**src/sfh_pkg.sv**
```systemverilog
package sfh_pkg;
    // Register word indexes
    localparam logic [5:0] OFS_CTRL  = 6'h00;
    localparam logic [5:0] OFS_BAUD  = 6'h01;
    localparam logic [5:0] OFS_CSDLY = 6'h02;
    localparam logic [5:0] OFS_RDCAP = 6'h03;
    localparam logic [5:0] OFS_PROTO = 6'h04;
    localparam logic [5:0] OFS_STAT  = 6'h05;
    // Field positions
    localparam int CTRL_EN     = 0;
    localparam int CTRL_CS_LSB = 4;
    localparam int CTRL_A4     = 8;
    localparam int BAUD_LSB    = 0;
    localparam int CSD_AS_LSB  = 0;
    localparam int CSD_DE_LSB  = 4;
    localparam int CSD_SH_LSB  = 8;
    localparam int RDCAP_LSB   = 0;
    localparam int PR_IM       = 0;
    localparam int PR_WA       = 4;
    localparam int PR_WD       = 8;
    localparam int PR_RA       = 12;
    localparam int PR_RD       = 16;
    localparam int STAT_BUSY   = 0;
    localparam int STAT_IRQ    = 1;
    // Reset values and limits
    localparam logic       CTRL_EN_RST = 1'b1;
    localparam logic [4:0] BAUD_RST    = 5'h10;
    localparam logic [4:0] BAUD_MIN    = 5'h01;
    localparam logic [4:0] BAUD_MAX    = 5'h10;
    localparam logic [4:0] SHSL_BASE   = 5'h03;
    localparam logic [6:0] BURST_MAX   = 7'h40;
    // Lane modes
    localparam logic [1:0] MODE_X1 = 2'h0;
    localparam logic [1:0] MODE_X2 = 2'h1;
    localparam logic [1:0] MODE_X4 = 2'h2;

    function automatic logic [5:0] lane_cycles(input logic [5:0] bits, input logic [1:0] mode);
        unique case (mode)
            MODE_X2: lane_cycles = bits >> 1;
            MODE_X4: lane_cycles = bits >> 2;
            default: lane_cycles = bits;
        endcase
    endfunction

    function automatic logic [31:0] byte_swap(input logic [31:0] d);
        byte_swap = {d[7:0], d[15:8], d[23:16], d[31:24]};
    endfunction
endpackage

```
**src/sfh_link_if.sv**
```systemverilog
`timescale 1ns/10ps
interface sfh_link_if;
    logic        run;
    logic [4:0]  div;
    logic        rise;
    logic        fall;
    logic        sclk;
    logic        start;
    logic [1:0]  mode;
    logic        drive;
    logic [31:0] wdata;
    logic [5:0]  ncyc;
    logic [3:0]  rd_dly;
    logic [3:0]  dq_i;
    logic [3:0]  dq_o;
    logic [3:0]  dq_en;
    logic [31:0] rdata;
    logic        busy;
    logic        done;
    modport ctl (output div, start, mode, drive, wdata, ncyc, rd_dly, dq_i,
                 input sclk, dq_o, dq_en, rdata, busy, done);
    modport gen (input run, div, output rise, fall, sclk);
    modport shf (input start, mode, drive, wdata, ncyc, rd_dly, dq_i, rise, fall,
                 output run, dq_o, dq_en, rdata, busy, done);
endinterface

```
**src/sfh_clkgen.sv**
```systemverilog
`timescale 1ns/10ps
module sfh_clkgen (
    input  wire logic clk,
    input  wire logic rst_b,
    sfh_link_if.gen   lk
);
    typedef struct packed {
        logic [4:0] cnt;
        logic       sclk;
        logic       rise;
    } sfh_gen_t;

    sfh_gen_t   s;
    sfh_gen_t   n;
    logic [4:0] half;
    logic       fall_now;

    // Half period in clk cycles, divisor is twice the field
    always_comb
    begin
        half = (lk.div < sfh_pkg::BAUD_MIN) ? sfh_pkg::BAUD_MIN :
               (lk.div > sfh_pkg::BAUD_MAX) ? sfh_pkg::BAUD_MAX : lk.div;
        n = s;
        n.rise = 1'b0;
        fall_now = 1'b0;
        if (!lk.run)
        begin
            n.cnt  = 5'h00;
            n.sclk = 1'b0;
        end
        else if (s.cnt + 5'h01 >= half)
        begin
            n.cnt  = 5'h00;
            n.sclk = ~s.sclk;
            n.rise = ~s.sclk;
            // Fall told one cycle early: data moves with the clock, last bit stops the run
            fall_now = s.sclk;
        end
        else
        begin
            n.cnt = s.cnt + 5'h01;
        end
    end

    always_ff @(posedge clk or negedge rst_b)
    begin
        if (!rst_b)
            s <= '0;
        else
            s <= n;
    end

    assign lk.sclk = s.sclk;
    assign lk.rise = s.rise;
    assign lk.fall = fall_now;

    a_div_two: assert property (@(posedge clk) disable iff (!rst_b)
        lk.run && $past(lk.run) && $past(lk.run, 2) && lk.div == 5'h01 && $past(lk.div) == 5'h01
        |-> s.sclk != $past(s.sclk)) else $error("divide by two does not toggle");
endmodule

```
**src/sfh_shift.sv**
```systemverilog
`timescale 1ns/10ps
module sfh_shift (
    input  wire logic clk,
    input  wire logic rst_b,
    sfh_link_if.shf   lk
);
    typedef struct packed {
        logic        busy;
        logic        run;
        logic [5:0]  cnt;
        logic [31:0] sh_o;
        logic [31:0] sh_i;
        logic [1:0]  mode;
        logic        drive;
        logic [15:0] pend;
        logic        done;
    } sfh_shf_t;

    sfh_shf_t s;
    sfh_shf_t n;
    logic     sample;
    logic     waiting;

    always_comb
    begin
        n = s;
        n.done = 1'b0;
        n.pend = {s.pend[14:0], lk.rise & s.run};
        // Sampling is postponed by the read delay setting
        sample = (lk.rd_dly == 4'h0) ? (lk.rise & s.run) : s.pend[lk.rd_dly - 4'h1];
        waiting = |(s.pend & ((16'h0001 << lk.rd_dly) - 16'h0001));
        if (sample)
        begin
            unique case (s.mode)
                sfh_pkg::MODE_X2: n.sh_i = {s.sh_i[29:0], lk.dq_i[1:0]};
                sfh_pkg::MODE_X4: n.sh_i = {s.sh_i[27:0], lk.dq_i};
                default:          n.sh_i = {s.sh_i[30:0], lk.dq_i[1]};
            endcase
        end
        if (!s.busy && lk.start)
        begin
            n.busy  = 1'b1;
            n.run   = 1'b1;
            n.cnt   = lk.ncyc;
            n.sh_o  = lk.wdata;
            n.mode  = lk.mode;
            n.drive = lk.drive;
            n.pend  = 16'h0000;
        end
        else if (s.run && lk.fall)
        begin
            unique case (s.mode)
                sfh_pkg::MODE_X2: n.sh_o = s.sh_o << 2;
                sfh_pkg::MODE_X4: n.sh_o = s.sh_o << 4;
                default:          n.sh_o = s.sh_o << 1;
            endcase
            n.cnt = s.cnt - 6'h01;
            if (s.cnt == 6'h01)
                n.run = 1'b0;
        end
        else if (s.busy && !s.run && !waiting && !sample)
        begin
            n.busy = 1'b0;
            n.done = 1'b1;
        end
    end

    always_ff @(posedge clk or negedge rst_b)
    begin
        if (!rst_b)
            s <= '0;
        else
            s <= n;
    end

    assign lk.run   = s.run;
    assign lk.busy  = s.busy;
    assign lk.done  = s.done;
    assign lk.rdata = s.sh_i;
    assign lk.dq_o  = (s.mode == sfh_pkg::MODE_X4) ? s.sh_o[31:28] :
                      (s.mode == sfh_pkg::MODE_X2) ? {2'b00, s.sh_o[31:30]} :
                      {3'b000, s.sh_o[31]};
    assign lk.dq_en = !(s.busy && s.drive) ? 4'h0 :
                      (s.mode == sfh_pkg::MODE_X4) ? 4'hf :
                      (s.mode == sfh_pkg::MODE_X2) ? 4'h3 : 4'h1;

    a_quad_lanes: assert property (@(posedge clk) disable iff (!rst_b)
        s.busy && s.drive && s.mode == sfh_pkg::MODE_X4 |-> lk.dq_en == 4'hf)
        else $error("quad transfer not driving four lanes");
endmodule

```
**src/sfh_top.sv**
```systemverilog
`timescale 1ns/10ps
// How it works
// - Register port: 6-bit word address, 32-bit data
// - Read-valid marks register read data
// - Optional byte enables qualify register writes
// - Burst length 1 to 64 words
// - Word address, goes to selected chip
// - Memory read-valid marks each returned word
// - Waitrequest holds host while busy
// - Reset acts asynchronously on all state
// - Interrupt on illegal write
// - Four data lanes, clock, active-low selects
// - Flash pins always exported; EXPORT_PINS off is rejected as unsupported
// - Single, dual and quad transfers
// - Up to three chips, one select each
// - Programmable flash clock divider, live changes
// - Programmable select setup and hold delays
// - Read sampling can be postponed
// - Select field picks chip 0, 1, 2
// - Divisor 2 to 32, resets to 32
// - Enable low floats flash outputs
// - Bit 8 picks 3- or 4-byte addressing
module sfh_top #(
    parameter int         DENSITY_MB  = 256,
    parameter int         NUM_CS      = 3,
    parameter bit         USE_BYTEEN  = 1'b0,
    parameter bit         EXPORT_PINS = 1'b1,
    parameter logic [7:0] RD_OPC      = 8'h03,
    parameter logic [7:0] WR_OPC      = 8'h02,
    localparam int        AW          = $clog2(DENSITY_MB) + 15
) (
    input  wire logic          clk,
    input  wire logic          rst_b,
    input  wire logic [5:0]    csr_addr,
    input  wire logic          csr_read,
    input  wire logic          csr_write,
    input  wire logic [31:0]   csr_wrdata,
    input  wire logic [3:0]    csr_byteenable,
    output logic      [31:0]   csr_rdata,
    output logic               csr_waitrequest,
    output logic               csr_rddata_valid,
    input  wire logic [AW-1:0] mem_addr,
    input  wire logic          mem_read,
    input  wire logic          mem_write,
    input  wire logic [6:0]    mem_burstcount,
    input  wire logic [31:0]   mem_wrdata,
    input  wire logic [3:0]    mem_byteenable,
    output logic      [31:0]   mem_rddata,
    output logic               mem_rddata_valid,
    output logic               mem_waitrequest,
    output logic               irq,
    input  wire logic [3:0]    flash_dq_i,
    output logic      [3:0]    flash_dq_o,
    output logic      [3:0]    flash_dq_oe_b,
    output logic               flash_sclk,
    output logic               flash_sclk_oe_b,
    output logic      [2:0]    flash_ncs_b,
    output logic               flash_ncs_oe_b
);
    if (NUM_CS < 1 || NUM_CS > 3 || DENSITY_MB < 1 || DENSITY_MB > 2048 || !EXPORT_PINS)
    begin : g_bad_cfg
        $error("unsupported configuration");
    end

    typedef enum logic [3:0] {
        ST_IDLE, ST_CSSET, ST_OPC, ST_ADDR, ST_RD, ST_WR, ST_CSHOLD, ST_GAP, ST_DROP
    } sfh_state_t;

    typedef struct packed {
        sfh_state_t  st;
        logic        en;
        logic [3:0]  csel;
        logic        a4;
        logic [4:0]  baud;
        logic [3:0]  cs_as;
        logic [3:0]  cs_de;
        logic [3:0]  shsl;
        logic [3:0]  rd_dly;
        logic [1:0]  im;
        logic [1:0]  wam;
        logic [1:0]  wdm;
        logic [1:0]  ram;
        logic [1:0]  rdm;
        logic        irq;
        logic        csr_wait;
        logic [31:0] csr_rdata;
        logic        csr_rdv;
        logic        mem_wait;
        logic [31:0] mem_rdata;
        logic        mem_rdv;
        logic [4:0]  cnt;
        logic [6:0]  left;
        logic [31:0] baddr;
        logic [1:0]  cur_cs;
        logic        wr;
        logic [31:0] wbuf;
        logic        start;
        logic [1:0]  mode;
        logic        drive;
        logic [31:0] wdata;
        logic [5:0]  ncyc;
        logic [2:0]  ncs;
        logic [3:0]  dq_o;
        logic [3:0]  dq_oe_b;
        logic        sclk;
        logic        sclk_oe_b;
        logic [2:0]  ncs_b;
        logic        ncs_oe_b;
    } sfh_top_t;

    sfh_top_t   s;
    sfh_top_t   n;
    logic [1:0] rst_q;
    logic       rst_s;

    sfh_link_if lk ();

    function automatic logic [31:0] reg_word(input sfh_top_t x, input logic [5:0] a);
        logic [31:0] r;
        r = 32'h0000_0000;
        unique case (a)
            sfh_pkg::OFS_CTRL:
            begin
                r[sfh_pkg::CTRL_EN] = x.en;
                r[sfh_pkg::CTRL_CS_LSB +: 4] = x.csel;
                r[sfh_pkg::CTRL_A4] = x.a4;
            end
            sfh_pkg::OFS_BAUD:  r[sfh_pkg::BAUD_LSB +: 5] = x.baud;
            sfh_pkg::OFS_CSDLY: r[11:0] = {x.shsl, x.cs_de, x.cs_as};
            sfh_pkg::OFS_RDCAP: r[sfh_pkg::RDCAP_LSB +: 4] = x.rd_dly;
            sfh_pkg::OFS_PROTO: r[17:0] = {x.rdm, 2'b00, x.ram, 2'b00, x.wdm, 2'b00,
                                           x.wam, 2'b00, x.im};
            sfh_pkg::OFS_STAT:
            begin
                r[sfh_pkg::STAT_BUSY] = x.st != ST_IDLE;
                r[sfh_pkg::STAT_IRQ] = x.irq;
            end
            default: r = 32'h0000_0000;
        endcase
        return r;
    endfunction

    function automatic logic [31:0] merge(input logic [31:0] o, input logic [31:0] d,
                                          input logic [3:0] be);
        for (int i = 0; i < 4; i++)
            if (be[i])
                o[8*i +: 8] = d[8*i +: 8];
        return o;
    endfunction

    // Asynchronous assertion, synchronised release
    always_ff @(posedge clk or negedge rst_b)
    begin
        if (!rst_b)
            rst_q <= 2'b00;
        else
            rst_q <= {rst_q[0], 1'b1};
    end
    assign rst_s = rst_q[1];

    always_comb
    begin
        logic [31:0] w;
        logic [3:0]  be;
        w = 32'h0000_0000;
        be = USE_BYTEEN ? csr_byteenable : 4'hf;
        n = s;
        n.csr_wait = 1'b0;
        n.csr_rdv = 1'b0;
        n.mem_rdv = 1'b0;
        n.start = 1'b0;
        // Register port, one word per address
        if (csr_read)
        begin
            n.csr_rdata = reg_word(s, csr_addr);
            n.csr_rdv = 1'b1;
        end
        if (csr_write)
        begin
            w = merge(reg_word(s, csr_addr), csr_wrdata, be);
            unique case (csr_addr)
                sfh_pkg::OFS_CTRL:
                begin
                    n.en = w[sfh_pkg::CTRL_EN];
                    n.csel = w[sfh_pkg::CTRL_CS_LSB +: 4];
                    n.a4 = w[sfh_pkg::CTRL_A4];
                end
                sfh_pkg::OFS_BAUD:  n.baud = w[sfh_pkg::BAUD_LSB +: 5];
                sfh_pkg::OFS_CSDLY:
                begin
                    n.cs_as = w[sfh_pkg::CSD_AS_LSB +: 4];
                    n.cs_de = w[sfh_pkg::CSD_DE_LSB +: 4];
                    n.shsl = w[sfh_pkg::CSD_SH_LSB +: 4];
                end
                sfh_pkg::OFS_RDCAP: n.rd_dly = w[sfh_pkg::RDCAP_LSB +: 4];
                sfh_pkg::OFS_PROTO:
                begin
                    n.im = w[sfh_pkg::PR_IM +: 2];
                    n.wam = w[sfh_pkg::PR_WA +: 2];
                    n.wdm = w[sfh_pkg::PR_WD +: 2];
                    n.ram = w[sfh_pkg::PR_RA +: 2];
                    n.rdm = w[sfh_pkg::PR_RD +: 2];
                end
                sfh_pkg::OFS_STAT:
                    if (w[sfh_pkg::STAT_IRQ])
                        n.irq = 1'b0;
                default: n.irq = s.irq;
            endcase
        end
        // Byte enables are not used: bursts are whole words
        unique case (s.st)
            ST_IDLE:
            begin
                n.mem_wait = 1'b0;
                if ((mem_read || mem_write) && !s.mem_wait)
                begin
                    n.mem_wait = 1'b1;
                    n.left = mem_burstcount;
                    n.baddr = 32'({mem_addr, 2'b00});
                    n.cur_cs = s.csel[1:0];
                    n.wr = mem_write;
                    n.wbuf = sfh_pkg::byte_swap(mem_wrdata);
                    if (mem_write && (s.csel >= 4'(NUM_CS) || mem_burstcount == 7'h00 ||
                        mem_burstcount > sfh_pkg::BURST_MAX))
                    begin
                        n.irq = 1'b1;
                        n.left = mem_burstcount - 7'h01;
                        n.mem_wait = 1'b0;
                        if (mem_burstcount > 7'h01)
                            n.st = ST_DROP;
                    end
                    else
                    begin
                        n.ncs = (s.csel < 4'(NUM_CS)) ? ~(3'b001 << s.csel[1:0]) : 3'b111;
                        n.cnt = {1'b0, s.cs_as};
                        n.st = ST_CSSET;
                    end
                end
            end
            ST_DROP:
                if (mem_write)
                begin
                    n.left = s.left - 7'h01;
                    if (s.left == 7'h01)
                        n.st = ST_IDLE;
                end
            ST_CSSET:
                if (s.cnt == 5'h00)
                begin
                    n.start = 1'b1;
                    n.mode = s.im;
                    n.drive = 1'b1;
                    n.wdata = {s.wr ? WR_OPC : RD_OPC, 24'h000000};
                    n.ncyc = sfh_pkg::lane_cycles(6'd8, s.im);
                    n.st = ST_OPC;
                end
                else
                    n.cnt = s.cnt - 5'h01;
            ST_OPC:
                if (lk.done)
                begin
                    n.start = 1'b1;
                    n.mode = s.wr ? s.wam : s.ram;
                    n.wdata = s.a4 ? s.baddr : {s.baddr[23:0], 8'h00};
                    n.ncyc = sfh_pkg::lane_cycles(s.a4 ? 6'd32 : 6'd24, n.mode);
                    n.st = ST_ADDR;
                end
            ST_ADDR:
                if (lk.done)
                begin
                    n.start = 1'b1;
                    n.mode = s.wr ? s.wdm : s.rdm;
                    n.drive = s.wr;
                    n.wdata = s.wbuf;
                    n.ncyc = sfh_pkg::lane_cycles(6'd32, n.mode);
                    n.left = s.wr ? s.left - 7'h01 : s.left;
                    n.st = s.wr ? ST_WR : ST_RD;
                end
            ST_RD:
                if (lk.done)
                begin
                    n.mem_rdata = sfh_pkg::byte_swap(lk.rdata);
                    n.mem_rdv = 1'b1;
                    n.left = s.left - 7'h01;
                    if (s.left == 7'h01)
                    begin
                        n.cnt = {1'b0, s.cs_de};
                        n.st = ST_CSHOLD;
                    end
                    else
                        n.start = 1'b1;
                end
            ST_WR:
                if (s.mem_wait)
                begin
                    if (lk.done)
                    begin
                        if (s.left == 7'h00)
                        begin
                            n.cnt = {1'b0, s.cs_de};
                            n.st = ST_CSHOLD;
                        end
                        else
                            n.mem_wait = 1'b0;
                    end
                end
                else if (mem_write)
                begin
                    n.start = 1'b1;
                    n.wdata = sfh_pkg::byte_swap(mem_wrdata);
                    n.left = s.left - 7'h01;
                    n.mem_wait = 1'b1;
                end
            ST_CSHOLD:
                if (s.cnt == 5'h00)
                begin
                    n.ncs = 3'b111;
                    n.cnt = sfh_pkg::SHSL_BASE + {1'b0, s.shsl};
                    n.st = ST_GAP;
                end
                else
                    n.cnt = s.cnt - 5'h01;
            ST_GAP:
                if (s.cnt <= 5'h01)
                    n.st = ST_IDLE;
                else
                    n.cnt = s.cnt - 5'h01;
            default: n.st = ST_IDLE;
        endcase
        // Flash pins, floated when the enable bit is clear
        n.sclk = lk.sclk;
        n.dq_o = lk.dq_o;
        n.dq_oe_b = ~lk.dq_en | {4{~s.en}};
        n.sclk_oe_b = ~s.en;
        n.ncs_b = s.ncs;
        n.ncs_oe_b = ~s.en;
    end

    always_ff @(posedge clk or negedge rst_s)
    begin
        if (!rst_s)
        begin
            s <= '0;
            s.en <= sfh_pkg::CTRL_EN_RST;
            s.baud <= sfh_pkg::BAUD_RST;
            s.mem_wait <= 1'b1;
            s.ncs <= 3'b111;
            s.ncs_b <= 3'b111;
            s.dq_oe_b <= 4'hf;
            s.sclk_oe_b <= 1'b1;
            s.ncs_oe_b <= 1'b1;
        end
        else
            s <= n;
    end

    assign lk.div    = s.baud;
    assign lk.start  = s.start;
    assign lk.mode   = s.mode;
    assign lk.drive  = s.drive;
    assign lk.wdata  = s.wdata;
    assign lk.ncyc   = s.ncyc;
    assign lk.rd_dly = s.rd_dly;
    assign lk.dq_i   = flash_dq_i;

    sfh_clkgen u_gen (
        .clk   (clk),
        .rst_b (rst_s),
        .lk    (lk.gen)
    );

    sfh_shift u_shf (
        .clk   (clk),
        .rst_b (rst_s),
        .lk    (lk.shf)
    );

    assign csr_rdata        = s.csr_rdata;
    assign csr_waitrequest  = s.csr_wait;
    assign csr_rddata_valid = s.csr_rdv;
    assign mem_rddata       = s.mem_rdata;
    assign mem_rddata_valid = s.mem_rdv;
    assign mem_waitrequest  = s.mem_wait;
    assign irq              = s.irq;
    assign flash_dq_o       = s.dq_o;
    assign flash_dq_oe_b    = s.dq_oe_b;
    assign flash_sclk       = s.sclk;
    assign flash_sclk_oe_b  = s.sclk_oe_b;
    assign flash_ncs_b      = s.ncs_b;
    assign flash_ncs_oe_b   = s.ncs_oe_b;

    a_csr_rdv: assert property (@(posedge clk) disable iff (!rst_s)
        csr_read |=> csr_rddata_valid) else $error("register read without valid");
    a_mem_rdv: assert property (@(posedge clk) disable iff (!rst_s)
        mem_rddata_valid |-> $past(s.st) == ST_RD && $past(lk.done))
        else $error("memory valid outside a read word");
    a_irq_set: assert property (@(posedge clk) disable iff (!rst_s)
        s.st == ST_IDLE && mem_write && !mem_waitrequest && s.csel >= 4'(NUM_CS)
        |=> irq) else $error("illegal write not flagged");
    a_one_select: assert property (@(posedge clk) disable iff (!rst_s)
        $countones(~flash_ncs_b) <= 1) else $error("more than one select low");
    a_chip_pick: assert property (@(posedge clk) disable iff (!rst_s)
        s.st == ST_OPC && s.cur_cs == 2'h1 && NUM_CS > 1 |-> s.ncs == 3'b101)
        else $error("wrong chip selected");
    a_float_off: assert property (@(posedge clk) disable iff (!rst_s)
        !s.en |=> flash_dq_oe_b == 4'hf && flash_sclk_oe_b && flash_ncs_oe_b)
        else $error("pins driven while disabled");
    a_wait_busy: assert property (@(posedge clk) disable iff (!rst_s)
        s.st == ST_OPC || s.st == ST_ADDR || s.st == ST_RD |-> mem_waitrequest)
        else $error("waitrequest low while busy");
endmodule

```
**config.mk**
```make
export PLATFORM = sky130hd
export DESIGN_NAME = sfh_top
export DESIGN_NICKNAME = d
export VERILOG_FILES = /design/src/sfh_pkg.sv /design/src/sfh_link_if.sv /design/src/sfh_clkgen.sv /design/src/sfh_shift.sv /design/src/sfh_top.sv
export SDC_FILE = /design/constraint.sdc
export NUM_CORES = 1
export LEC_CHECK = 0
export ABC_AREA = 0
export BUFFER_PORTS_ARGS = -buffer_cell sky130_fd_sc_hd__buf_2
export CAP_MARGIN = 20
export CORE_MARGIN = 2
export CORE_UTILIZATION = 40
export CTS_BUF_LIST = sky130_fd_sc_hd__clkbuf_4 sky130_fd_sc_hd__clkbuf_8 sky130_fd_sc_hd__clkbuf_16
export DETAILED_ROUTE_END_ITERATION = 8
export PLACE_DENSITY = 0.55
export SLEW_MARGIN = 20
export SYNTH_ARGS = -nofsm -noshare
export SYNTH_HDL_FRONTEND = slang
export SYNTH_HIERARCHICAL = 1
export SYNTH_SLANG_ARGS = --single-unit
```
**constraint.sdc**
```tcl
create_clock -name clk -period 13.47 [get_ports clk]
set_clock_uncertainty 0.15 [all_clocks]
set_input_delay 1.347 -clock clk [delete_from_list [all_inputs] [get_ports clk]]
set_output_delay 1.347 -clock clk [all_outputs]
set_load 0.02 [all_outputs]
```
==> metrics.cfg, run 1 <==
[run_status]
outcome = finished, final reports clean

[die]
dieArea_mm2 = 0.0449
die_w_um = 212
start_util = 0.403
rows = 76
die_h_um = 212
design.core.area_mm2 = 0.0429
io_pins = 201

[critical_path]
r2r_slack_ns = 9.89
reg2reg_to = u_shf/s[89]$_DFFE_PN0P_
crit_start = u_gen/s[2]$_DFF_PN0_
crit_type = reg -> reg
critical-path-top-delay-family = simple AND/OR/NAND/NOR gates
critPathBufInv = 1
required_ns = 13.73
cp_cell_sequence = ha_1 -> xor2_1 -> ha_1 -> nand2_1 -> o21ai_0 -> a31oi_1 -> nor2_1 -> nand2_2 -> buf_4 -> nor4_1 -> nor3b_1 -> xnor2_1 -> o21ai_0
cp.arrival_ns = 3.84
endpoint = u_shf/s[89]$_DFFE_PN0P_
r2r-start = u_gen/s[2]$_DFF_PN0_
critical_path_depth = 13
max_stage_delay_ns = 0.41
path_max_fanout = 63
cp_slowest_cell = dfrtp_1
critPathCaptureType = flip-flop
start_kind = flip-flop
r2r_cells = 13

[route]
firstDrtPassIters = 6
drt-initial-drc-count = 1125
via_per_inst = 5.36
vias = 13300
wire_per_inst_um = 16.9
wl_mm = 41.9
drc = 0
ant_nets = 0

[worst_hold_path]
min_path_cells = 0
hold_path.class = reg -> reg

[power_and_ir_drop]
max-vdd-ir-drop_uv = 138
p_per_area_mw_per_mm2 = 209
p_leak_nw = 8.80

[logic_synthesis]
synthCells = 1869
synth_top_family_by_area = simple AND/OR/NAND/NOR gates
synth_compound_area_frac = 0.168
synthAdderAreaFrac = 0.0224
synth_area_mm2 = 0.0173
synth_xor_area_frac = 0.0101
avgSynthCellArea_um2 = 9.26
synthArstFlopShare = 1.00
ys_types = 91
ys.flop_type = dfrtp_1
synthSimpleGateAreaFrac = 0.182
synth_edf_count = 0
ys_seq_area_frac = 0.462
yosysWarnings = 6
ys_ff_latch = 319
muxShareOfSynthArea = 0.0662

[placed_design]
place_congestion = 0.858
dp_hpwl_mm = 27.9
port_buffers = 159

[global_route]
grt_pass1_wl_mm = 68.7
first_global_vias = 12600
grt-ovfl-total = 0
grt_start_max_net_pins = 125
antenna_found_initial = 0
grt_usage = 0.189

[timing]
rsz0062_at_grt = no
final_max_slew_viol_count = 0
hold-worst-slack_ns = 0.207
fmax_mhz = 279
setup_viol = 0
worst_pin_slew_ns = 1.09
slew_headroom = 0.271
period_needed_ns = 3.58
fin_crit_sh = 0.266
fin_setup_tns_ns = 0
finalHoldViolations = 0

[clock_tree]
tritoncts = done
htreeDepth = 2
cts-resized-gates = 0
clk_latency_ns = 0.57
path_clk_slew_ns = 0.06
clockBufferDepth = 3
post_cts_buffers = 0
cts_made_buffers = 38
cts.sinks = 319
cts_root_buf = clkbuf_16
ctsHoldBuffers = 0

[finish]
nFillCells = 4199
drive_above_1_share = 0.199
layout_commonest_cell = nand2_1
final_cell_mix = 423 x nand2_1, 304 x dfrtp_1, 159 x buf_2
area_growth_pct = 10.2
antenna_cells = 0
final_nets = 2019

[run]
max_cap_violations = 0

[cell type report]
cell class	instances	area, um2	share of cell area
clock buffers	54	1130	0.0591
multi-input cells	1292	7870	0.413
well taps	585	732	0.0384
clock inverters	15	235	0.0123
repair buffers	174	928	0.0487
flip-flops and latches	319	8000	0.420
inverters	45	169	0.00886
[cells in the mapped netlist (15+ instances only)]
cell type  instances  area, um2
nor2_1            70        263
a221oi_1          47        412
ha_1              31        388
a21oi_1           59        295
nor3_1            44        220
a31oi_1           15       93.8
o21ai_0          126        631
mux2i_1           24        240
inv_1             45        169
nand2_1          425       1600
mux2_2            64        721
dfrtp_1          305       7630
nand3_1           18       90.1
nor2b_1           59        369
clkbuf_1          83        312
a222oi_1          15        150
buf_2             19       95.1
o21ai_2           20        175
buf_4            112        841
a22oi_1           47        353
[through the flow]
step | instance area, um2 | setup slack [ns] | util | cells | power (mW)
after detailed placement | 17700 | 9.74 | 0.413 | 2415 | 2.88
after global placement | 17700 | 9.71 | 0.412 | 2414 | 2.84
after global routing | 19100 | 9.57 | 0.444 | 2484 | 4.26
final | 19100 | 9.89 | 0.444 | 2484 | 3.98
after CTS | 19100 | 9.87 | 0.444 | 2484 | 4.01
after floorplan | 17400 | 3.80 | - | 1886 | 2.61
[worst min-delay path by stage]
| stage | from | to | slack (ns) |
|---|---|---|---|
| final | rst_q[0]$_DFF_PN0_ | rst_q[1]$_DFF_PN0_ | 0.21 |
| after global routing | rst_q[0]$_DFF_PN0_ | rst_q[1]$_DFF_PN0_ | 0.21 |
| after CTS | rst_q[0]$_DFF_PN0_ | rst_q[1]$_DFF_PN0_ | 0.21 |
| after detailed placement | rst_q[0]$_DFF_PN0_ | rst_q[1]$_DFF_PN0_ | 0.20 |
| after global placement | rst_q[0]$_DFF_PN0_ | rst_q[1]$_DFF_PN0_ | 0.19 |
| after floorplan | rst_q[0]$_DFF_PN0_ | rst_q[1]$_DFF_PN0_ | 0.18 |
[power breakdown]
| part | leakage [nW] | total [mW] | switching, mW | internal, mW |
|---|---|---|---|---|
| registers | 4.17 | 1.54 | 0.298 | 1.24 |
| logic | 3.96 | 1.33 | 0.780 | 0.547 |
| clock network | 0.675 | 1.11 | 0.426 | 0.684 |
| total | 8.80 | 3.98 | 1.50 | 2.47 |
[registers in the layout, indices dropped and copies added, names as in the netlist, 2 cells and up]
register and flops:
lk.rd_dly 4, flash_dq_o 4, rst_q 2, mem_rddata 32, csr_rdata 16, lk.mode 2, flash_dq_oe_b 4, flash_ncs_b 3
lk.wdata 32, n 3, lk.ncyc 5, u_shf/lk.rdata 32, u_shf/s 57, s 100, lk.div 5, u_gen/s 5
[cell families after synthesis]
kind of cell | Yosys count
xor+xnor | 19
fa+ha+maj | 31
simple gates | 698
mux | 101
compound gates | 424
other cells | 2
flops | 319
buf+inv | 275
[metal layers]
layer  part of all wire  up-vias  track usage
li1                   -     6415            -
met1               0.49     6504        0.280
met2               0.44      345        0.285
met3              0.047       58       0.0272
met4              0.021        0       0.0590
met5                  0        -            0
No activity file was read; power rests on OpenSTA's default activity.
==> run 2, diff against run 1 <==
==> constraint.sdc (replaced) <==
create_clock -name clk -period 3.3 [get_ports clk]
set_clock_uncertainty 0.15 [all_clocks]
set_input_delay 0.33 -clock clk [delete_from_list [all_inputs] [get_ports clk]]
set_output_delay 0.33 -clock clk [all_outputs]
set_load 0.02 [all_outputs]
==> run 2 against run 1 <==
Compared with the run above:
- die area did not move
- fmax rose by 19%
- count of clock-buffer cells in the layout did not move
- critical path type unchanged
- sequential share of layout area fell by 1.8 points
==> metrics.cfg, run 2 (synthesis gave the netlist of run 1 again) <==
[critical_path]
required_ns = 3.55  ; -10.18 ns
cp_cell_sequence = ha_1 -> xor2_1 -> ha_1 -> nand2_1 -> o21ai_0 -> a31oi_1 -> nor2_1 -> nand2_2 -> nor4_2 -> nor3b_1 -> xnor2_1 -> o21ai_0
critical_path_depth = 12  ; -1
reg2reg_to = u_shf/s[89]$_DFFE_PN0P_
cp_slowest_cell = dfrtp_1
critPathCaptureType = flip-flop
critical-path-top-delay-family = simple AND/OR/NAND/NOR gates
r2r_slack_ns = 0.29  ; -9.60 ns
r2r_cells = 12  ; -1
critPathBufInv = 0  ; -1
path_max_fanout = 4  ; -94%
crit_start = u_gen/s[2]$_DFF_PN0_
r2r-start = u_gen/s[2]$_DFF_PN0_
max_stage_delay_ns = 0.41  ; about the same
crit_type = reg -> reg
start_kind = flip-flop
cp.arrival_ns = 3.26  ; -0.58 ns
endpoint = u_shf/s[89]$_DFFE_PN0P_

[power_and_ir_drop]
p_leak_nw = 9.19  ; +4.4%
totalPowerFinal_mw = 16.0  ; +300%
p_per_area_mw_per_mm2 = 803  ; +280%
max-vdd-ir-drop_uv = 548  ; +300%

[placed_design]
port_buffers = 159  ; unchanged
dp_hpwl_mm = 28.7  ; +2.8%
pre_cts_slack_ns = 0.200  ; -9.54 ns
place_area_mm2 = 0.0179  ; +1.3%
placed_cells = 2435  ; +0.83%
place_congestion = 0.872  ; +1.7%

[run_status]
outcome = finished, final reports clean

[route]
ant_nets = 0  ; unchanged
wire_per_inst_um = 16.7  ; -1.3%
drt-initial-drc-count = 989  ; -12%
firstDrtPassIters = 8  ; +2
wl_mm = 42.9  ; +2.4%
via_per_inst = 5.33  ; -0.68%
drc = 0  ; unchanged
vias = 13700  ; +3.0%

[clock_tree]
clockBufferDepth = 3  ; unchanged
clk_latency_ns = 0.56  ; about the same
cts_root_buf = clkbuf_16
cts.sinks = 319  ; unchanged
cts_made_buffers = 36  ; -5.3%
post_cts_buffers = 0  ; unchanged
htreeDepth = 2  ; unchanged
tritoncts = done
path_clk_slew_ns = 0.06  ; about the same

[timing]
fmax_mhz = 332  ; +19%
finalHoldViolations = 0  ; unchanged
slew_headroom = 0.369  ; +0.0982
final_max_slew_viol_count = 0  ; unchanged
rsz0062_at_grt = no
fin_crit_sh = 0.913  ; +0.647
finalWorstSetupSlack_ns = 0.288  ; -9.60 ns
worst_pin_slew_ns = 0.946  ; -0.143 ns
setup_viol = 0  ; unchanged
period_needed_ns = 3.01  ; -0.570 ns

[die]
rows = 76  ; unchanged
start_util = 0.403  ; unchanged
die_w_um = 212  ; unchanged
design.core.area_mm2 = 0.0429  ; unchanged
die_h_um = 212  ; unchanged
dieArea_mm2 = 0.0449  ; unchanged
io_pins = 201  ; unchanged

[finish]
area_growth_pct = 15.1
largest_reg_flops = 100  ; unchanged
top_register = s
nFillCells = 4081  ; -2.8%
drive_above_1_share = 0.196  ; -0.00214
final_cell_mix = 423 x nand2_1, 304 x dfrtp_1, 159 x buf_2
reg_top3 = s (100), u_shf/s (57)
final_cells = 2576  ; +3.7%
layout_commonest_cell = nand2_1
post-route-util = 0.464  ; +0.0198
antenna_cells = 0  ; unchanged
postLayoutCellArea_mm2 = 0.0199  ; +4.5%
final_nets = 2115  ; +4.8%

[global_route]
first_global_vias = 13200  ; +4.7%
grt_usage = 0.191  ; +0.00221
grt_pass1_wl_mm = 69.8  ; +1.6%
antenna_found_initial = 0  ; unchanged
grt-ovfl-total = 0  ; unchanged
grt_start_max_net_pins = 101  ; -19%

[worst_hold_path]
min_path_cells = 3  ; +3
hold_path.class = in -> reg

[run]
max_cap_violations = 0  ; unchanged

==> run 2: cell count changes in the layout (fill, tap and decap cells not counted), moves of 2 or more <==
cell,delta
buf_12,+8
clkbuf_4,+6
dlygate4sd3_1,+78
buf_4,+13
clkbuf_16,-2
clkbuf_8,-4
bufinv_16,-3
==> run 2: per-layer routing <==
| metal | vias to the layer above | routed length (um) | GRT usage |
|---|---|---|---|
| met5 | - | 0 | 0 |
| met2 | 364 | 19400 | 0.297 |
| met3 | 69 | 1900 | 0.0264 |
| met4 | 0 | 894 | 0.0546 |
| met1 | 6700 | 20700 | 0.279 |
| li1 | 6588 | - | - |
==> run 2: through the flow <==
step                      setup TNS [ns]  hold slack, ns
after floorplan                    -2.21          -0.116
after global placement                 0         -0.0335
after detailed placement               0         -0.0310
after CTS                              0          0.0307
after global routing                   0          0.0535
final                                  0          0.0423
==> run 2: layout make-up <==
type,count,area (um2),share of cell area
clock inverters,9,128,0.00641
clock buffers,54,1070,0.0536
multi-input cells,1292,7870,0.395
repair buffers,272,1940,0.0974
well taps,585,732,0.0368
inverters,45,169,0.00848
flip-flops and latches,319,8000,0.402
==> run 2: worst min-delay path, cell delays in order <==
cell and delay (ns):
buf_2 0.12, xor2_1 0.07, o221ai_1 0.17
==> run 2: power breakdown <==
group	switching [mW]	leakage (nW)	internal, mW
clock network	1.63	0.601	2.41
logic	3.34	4.42	2.40
registers	1.12	4.17	5.08
==> run 2: worst min path at each step <==
stage | startpoint | endpoint | slack [ns]
6_report | mem_burstcount[5] | s[131]$_DFFE_PN0P_ | 0.04
5_1_grt | mem_burstcount[5] | s[131]$_DFFE_PN0P_ | 0.05
4_1_cts | mem_burstcount[4] | s[130]$_DFFE_PN0P_ | 0.03
3_5_place_dp | rst_b | rst_q[1]$_DFF_PN0_ | -0.03
3_3_place_gp | rst_b | rst_q[0]$_DFF_PN0_ | -0.03
2_1_floorplan | rst_b | rst_q[0]$_DFF_PN0_ | -0.12
==> run 2: timing repair <==
item | CTS | global route
endpoints found under the setup margin | 0 | 1
endpoints found under the hold margin | 128 | 0
hold buffers | 78 | 0
gates resized for setup | 0 | 1
==> run 3, diff against run 2 <==
--- a/config.mk
+++ b/config.mk
@@ -10,10 +10,9 @@
 export CAP_MARGIN = 20
 export CORE_MARGIN = 2
 export CORE_UTILIZATION = 40
-export CTS_BUF_LIST = sky130_fd_sc_hd__clkbuf_4 sky130_fd_sc_hd__clkbuf_8 sky130_fd_sc_hd__clkbuf_16
+export CTS_BUF_LIST = sky130_fd_sc_hd__clkbuf_16
 export DETAILED_ROUTE_END_ITERATION = 8
 export PLACE_DENSITY = 0.55
-export SLEW_MARGIN = 20
 export SYNTH_ARGS = -nofsm -noshare
 export SYNTH_HDL_FRONTEND = slang
 export SYNTH_HIERARCHICAL = 1
==> run 3 against run 2 <==
Compared with the run above:
- worst setup slack worse by 0.012 ns
- die area unchanged
- final area decreased by 0.50%
- sequential share of layout area grew 0.20 points
- final cell count unchanged
- critical path type unchanged
- largest cell class unchanged
- largest power group unchanged
- highest routed layer unchanged
==> metrics.cfg, run 3 (synthesis gave the netlist of run 1 again) <==
[placed_design]
place_congestion = 0.872  ; unchanged
placed_cells = 2435  ; unchanged
dp_hpwl_mm = 28.7  ; unchanged
port_buffers = 159  ; unchanged
pre_cts_slack_ns = 0.200  ; unchanged

[global_route]
grt_usage = 0.192  ; +0.000193
grt-ovfl-total = 0  ; unchanged
grt_pass1_wl_mm = 69.9  ; about the same
antenna_found_initial = 0  ; unchanged
first_global_vias = 13200  ; -0.26%
grt_start_max_net_pins = 101  ; unchanged

[clock_tree]
cts.sinks = 319  ; unchanged
path_clk_slew_ns = 0.06  ; about the same
clockBufferDepth = 3  ; unchanged
cts_root_buf = clkbuf_16
tritoncts = done
clk_latency_ns = 0.55  ; about the same
post_cts_buffers = 0  ; unchanged
htreeDepth = 2  ; unchanged
cts_made_buffers = 36  ; unchanged

[timing]
slew_headroom = 0.375  ; +0.00589
fin_crit_sh = 0.916  ; +0.00351
final_max_slew_viol_count = 0  ; unchanged
fin_setup_tns_ns = 0  ; unchanged
setup_viol = 0  ; unchanged
fmax_mhz = 331  ; -0.38%
finalWorstSetupSlack_ns = 0.277  ; -0.0116 ns
rsz0062_at_grt = no
period_needed_ns = 3.02  ; +0.0116 ns
finalHoldViolations = 0  ; unchanged
worst_pin_slew_ns = 0.937  ; -0.00884 ns

[critical_path]
start_kind = flip-flop
crit_type = reg -> reg
critical_path_depth = 12  ; unchanged
cp_cell_sequence = ha_1 -> xor2_1 -> ha_1 -> nand2_1 -> o21ai_0 -> a31oi_1 -> nor2_1 -> nand2_2 -> nor4_2 -> nor3b_1 -> xnor2_1 -> o21ai_0
critical-path-top-delay-family = simple AND/OR/NAND/NOR gates
cp.arrival_ns = 3.27  ; about the same
cp_slowest_cell = dfrtp_1
required_ns = 3.54  ; about the same
critPathCaptureType = flip-flop
max_stage_delay_ns = 0.41  ; about the same
r2r_cells = 12  ; unchanged
path_max_fanout = 4  ; unchanged
critPathBufInv = 0  ; unchanged

[run_status]
outcome = finished, final reports clean

[power_and_ir_drop]
combPwrFrac = 0.365  ; +0.006
switching_share = 0.387  ; +0.00619
p_int_mw = 9.63  ; -2.7%
p_leak_nw = 9.17  ; -0.20%
p_sw_mw = 6.08  ; about the same
pwr-share-seq = 0.395  ; +0.007
p_clk_frac = 0.240  ; -0.013
max-vdd-ir-drop_uv = 548  ; about the same
p_per_area_mw_per_mm2 = 793  ; -1.2%

[route]
ant_nets = 0  ; unchanged
wl_mm = 42.8  ; -0.32%
drc = 0  ; unchanged
via_per_inst = 5.31  ; -0.39%
drt-initial-drc-count = 945  ; -4.4%
vias = 13700  ; -0.39%
wire_per_inst_um = 16.6  ; -0.32%
firstDrtPassIters = 5  ; -3

[run]
max_cap_violations = 0  ; unchanged

[finish]
top_register = s
layout_commonest_cell = nand2_1
largest_reg_flops = 100  ; unchanged
final_cell_mix = 423 x nand2_1, 304 x dfrtp_1, 159 x buf_2
final_nets = 2115  ; unchanged
area_growth_pct = 14.5
antenna_cells = 0  ; unchanged
reg_top3 = s (100), u_shf/s (57)
final_cells = 2576  ; unchanged
drive_above_1_share = 0.187  ; -0.00904

[worst_hold_path]
min_path_cells = 3  ; unchanged
hold_path.class = in -> reg

[die]
design.core.area_mm2 = 0.0429  ; unchanged
die_w_um = 212  ; unchanged
io_pins = 201  ; unchanged
die_h_um = 212  ; unchanged
start_util = 0.403  ; unchanged
dieArea_mm2 = 0.0449  ; unchanged
rows = 76  ; unchanged

-- run 3: cell count changes in the layout (fill, tap and decap cells not counted), sizes merged --
cell,change
clkbuf,-18
clkinv,+5
inv,+13
-- run 3: area by class of cell --
class / instances / area [um2]
clock buffers: 36 / 901
clock inverters: 27 / 195
fillers: 4090 / 23100
inverters: 45 / 169
multi-input cells: 1292 / 7870
flip-flops and latches: 319 / 8000
well taps: 585 / 732
repair buffers: 272 / 1940
-- run 3: worst paths after layout --
kind / from / endpoint / slack, ns
worst max-delay path: u_gen/s[2]$_DFF_PN0_ / u_shf/s[89]$_DFFE_PN0P_ / 0.28
worst min-delay path: mem_burstcount[5] / s[131]$_DFFE_PN0P_ / 0.05
worst max register to register: u_gen/s[2]$_DFF_PN0_ / u_shf/s[89]$_DFFE_PN0P_ / 0.28
worst min register to register: rst_q[1]$_DFF_PN0_ / s[100]$_DFFE_PN0P_ / 0.18
max in group asynchronous: rst_q[1]$_DFF_PN0_ / flash_ncs_b[0]$_DFF_PN1_ / 1.88
min in group asynchronous: rst_q[1]$_DFF_PN0_ / s[100]$_DFFE_PN0P_ / 0.18
-- run 3: layer usage --
layer  vias to the layer above  GRT usage  routed length [um]
met5                         -          0                   0
met4                         0     0.0542                 864
met3                        70     0.0266                1730
met2                       320      0.297               19300
met1                      6685      0.280               20900
li1                       6593          -                   -
-- run 3: what timing repair did --
action | 4_1_cts | 5_1_grt
resized for setup | 0 | 1
hold buffers | 78 | 0
setup endpoints to repair | 0 | 1
endpoints found under the hold margin | 128 | 0
-- run 3: power by group through the flow --
| stage | Sequential (mW) | Clock [mW] | Combinational [mW] |
|---|---|---|---|
| floorplan | 5.87 | 0 | 4.79 |
| global placement | 6.22 | 0 | 5.56 |
| detailed placement | 6.25 | 0 | 5.65 |
| CTS | 6.19 | 3.91 | 5.76 |
| global route | 6.37 | 4.05 | 6.44 |
| finish | 6.20 | 3.77 | 5.74 |
-- run 3: worst register-to-register path: cells and delay by family, from the launching register on --
family / cells / cell delay [ns]
AO/OA/AOI/OAI: 3 / 0.53
flip-flops: 1 / 0.41
adder cells (fa/ha/maj): 2 / 0.54
XOR/XNOR: 2 / 0.31
AND/OR/NAND/NOR: 5 / 0.95
-- run 3: metrics by stage --
stage | util | hold WS, ns | cell area [um2] | total power [mW]
3_5_place_dp | 0.418 | -0.0310 | 17900 | 11.9
3_3_place_gp | 0.418 | -0.0335 | 17900 | 11.8
2_1_floorplan | - | -0.116 | 17400 | 10.7
5_1_grt | 0.462 | 0.0572 | 19800 | 16.9
6_report | 0.462 | 0.0495 | 19800 | 15.7
4_1_cts | 0.462 | 0.0345 | 19800 | 15.9
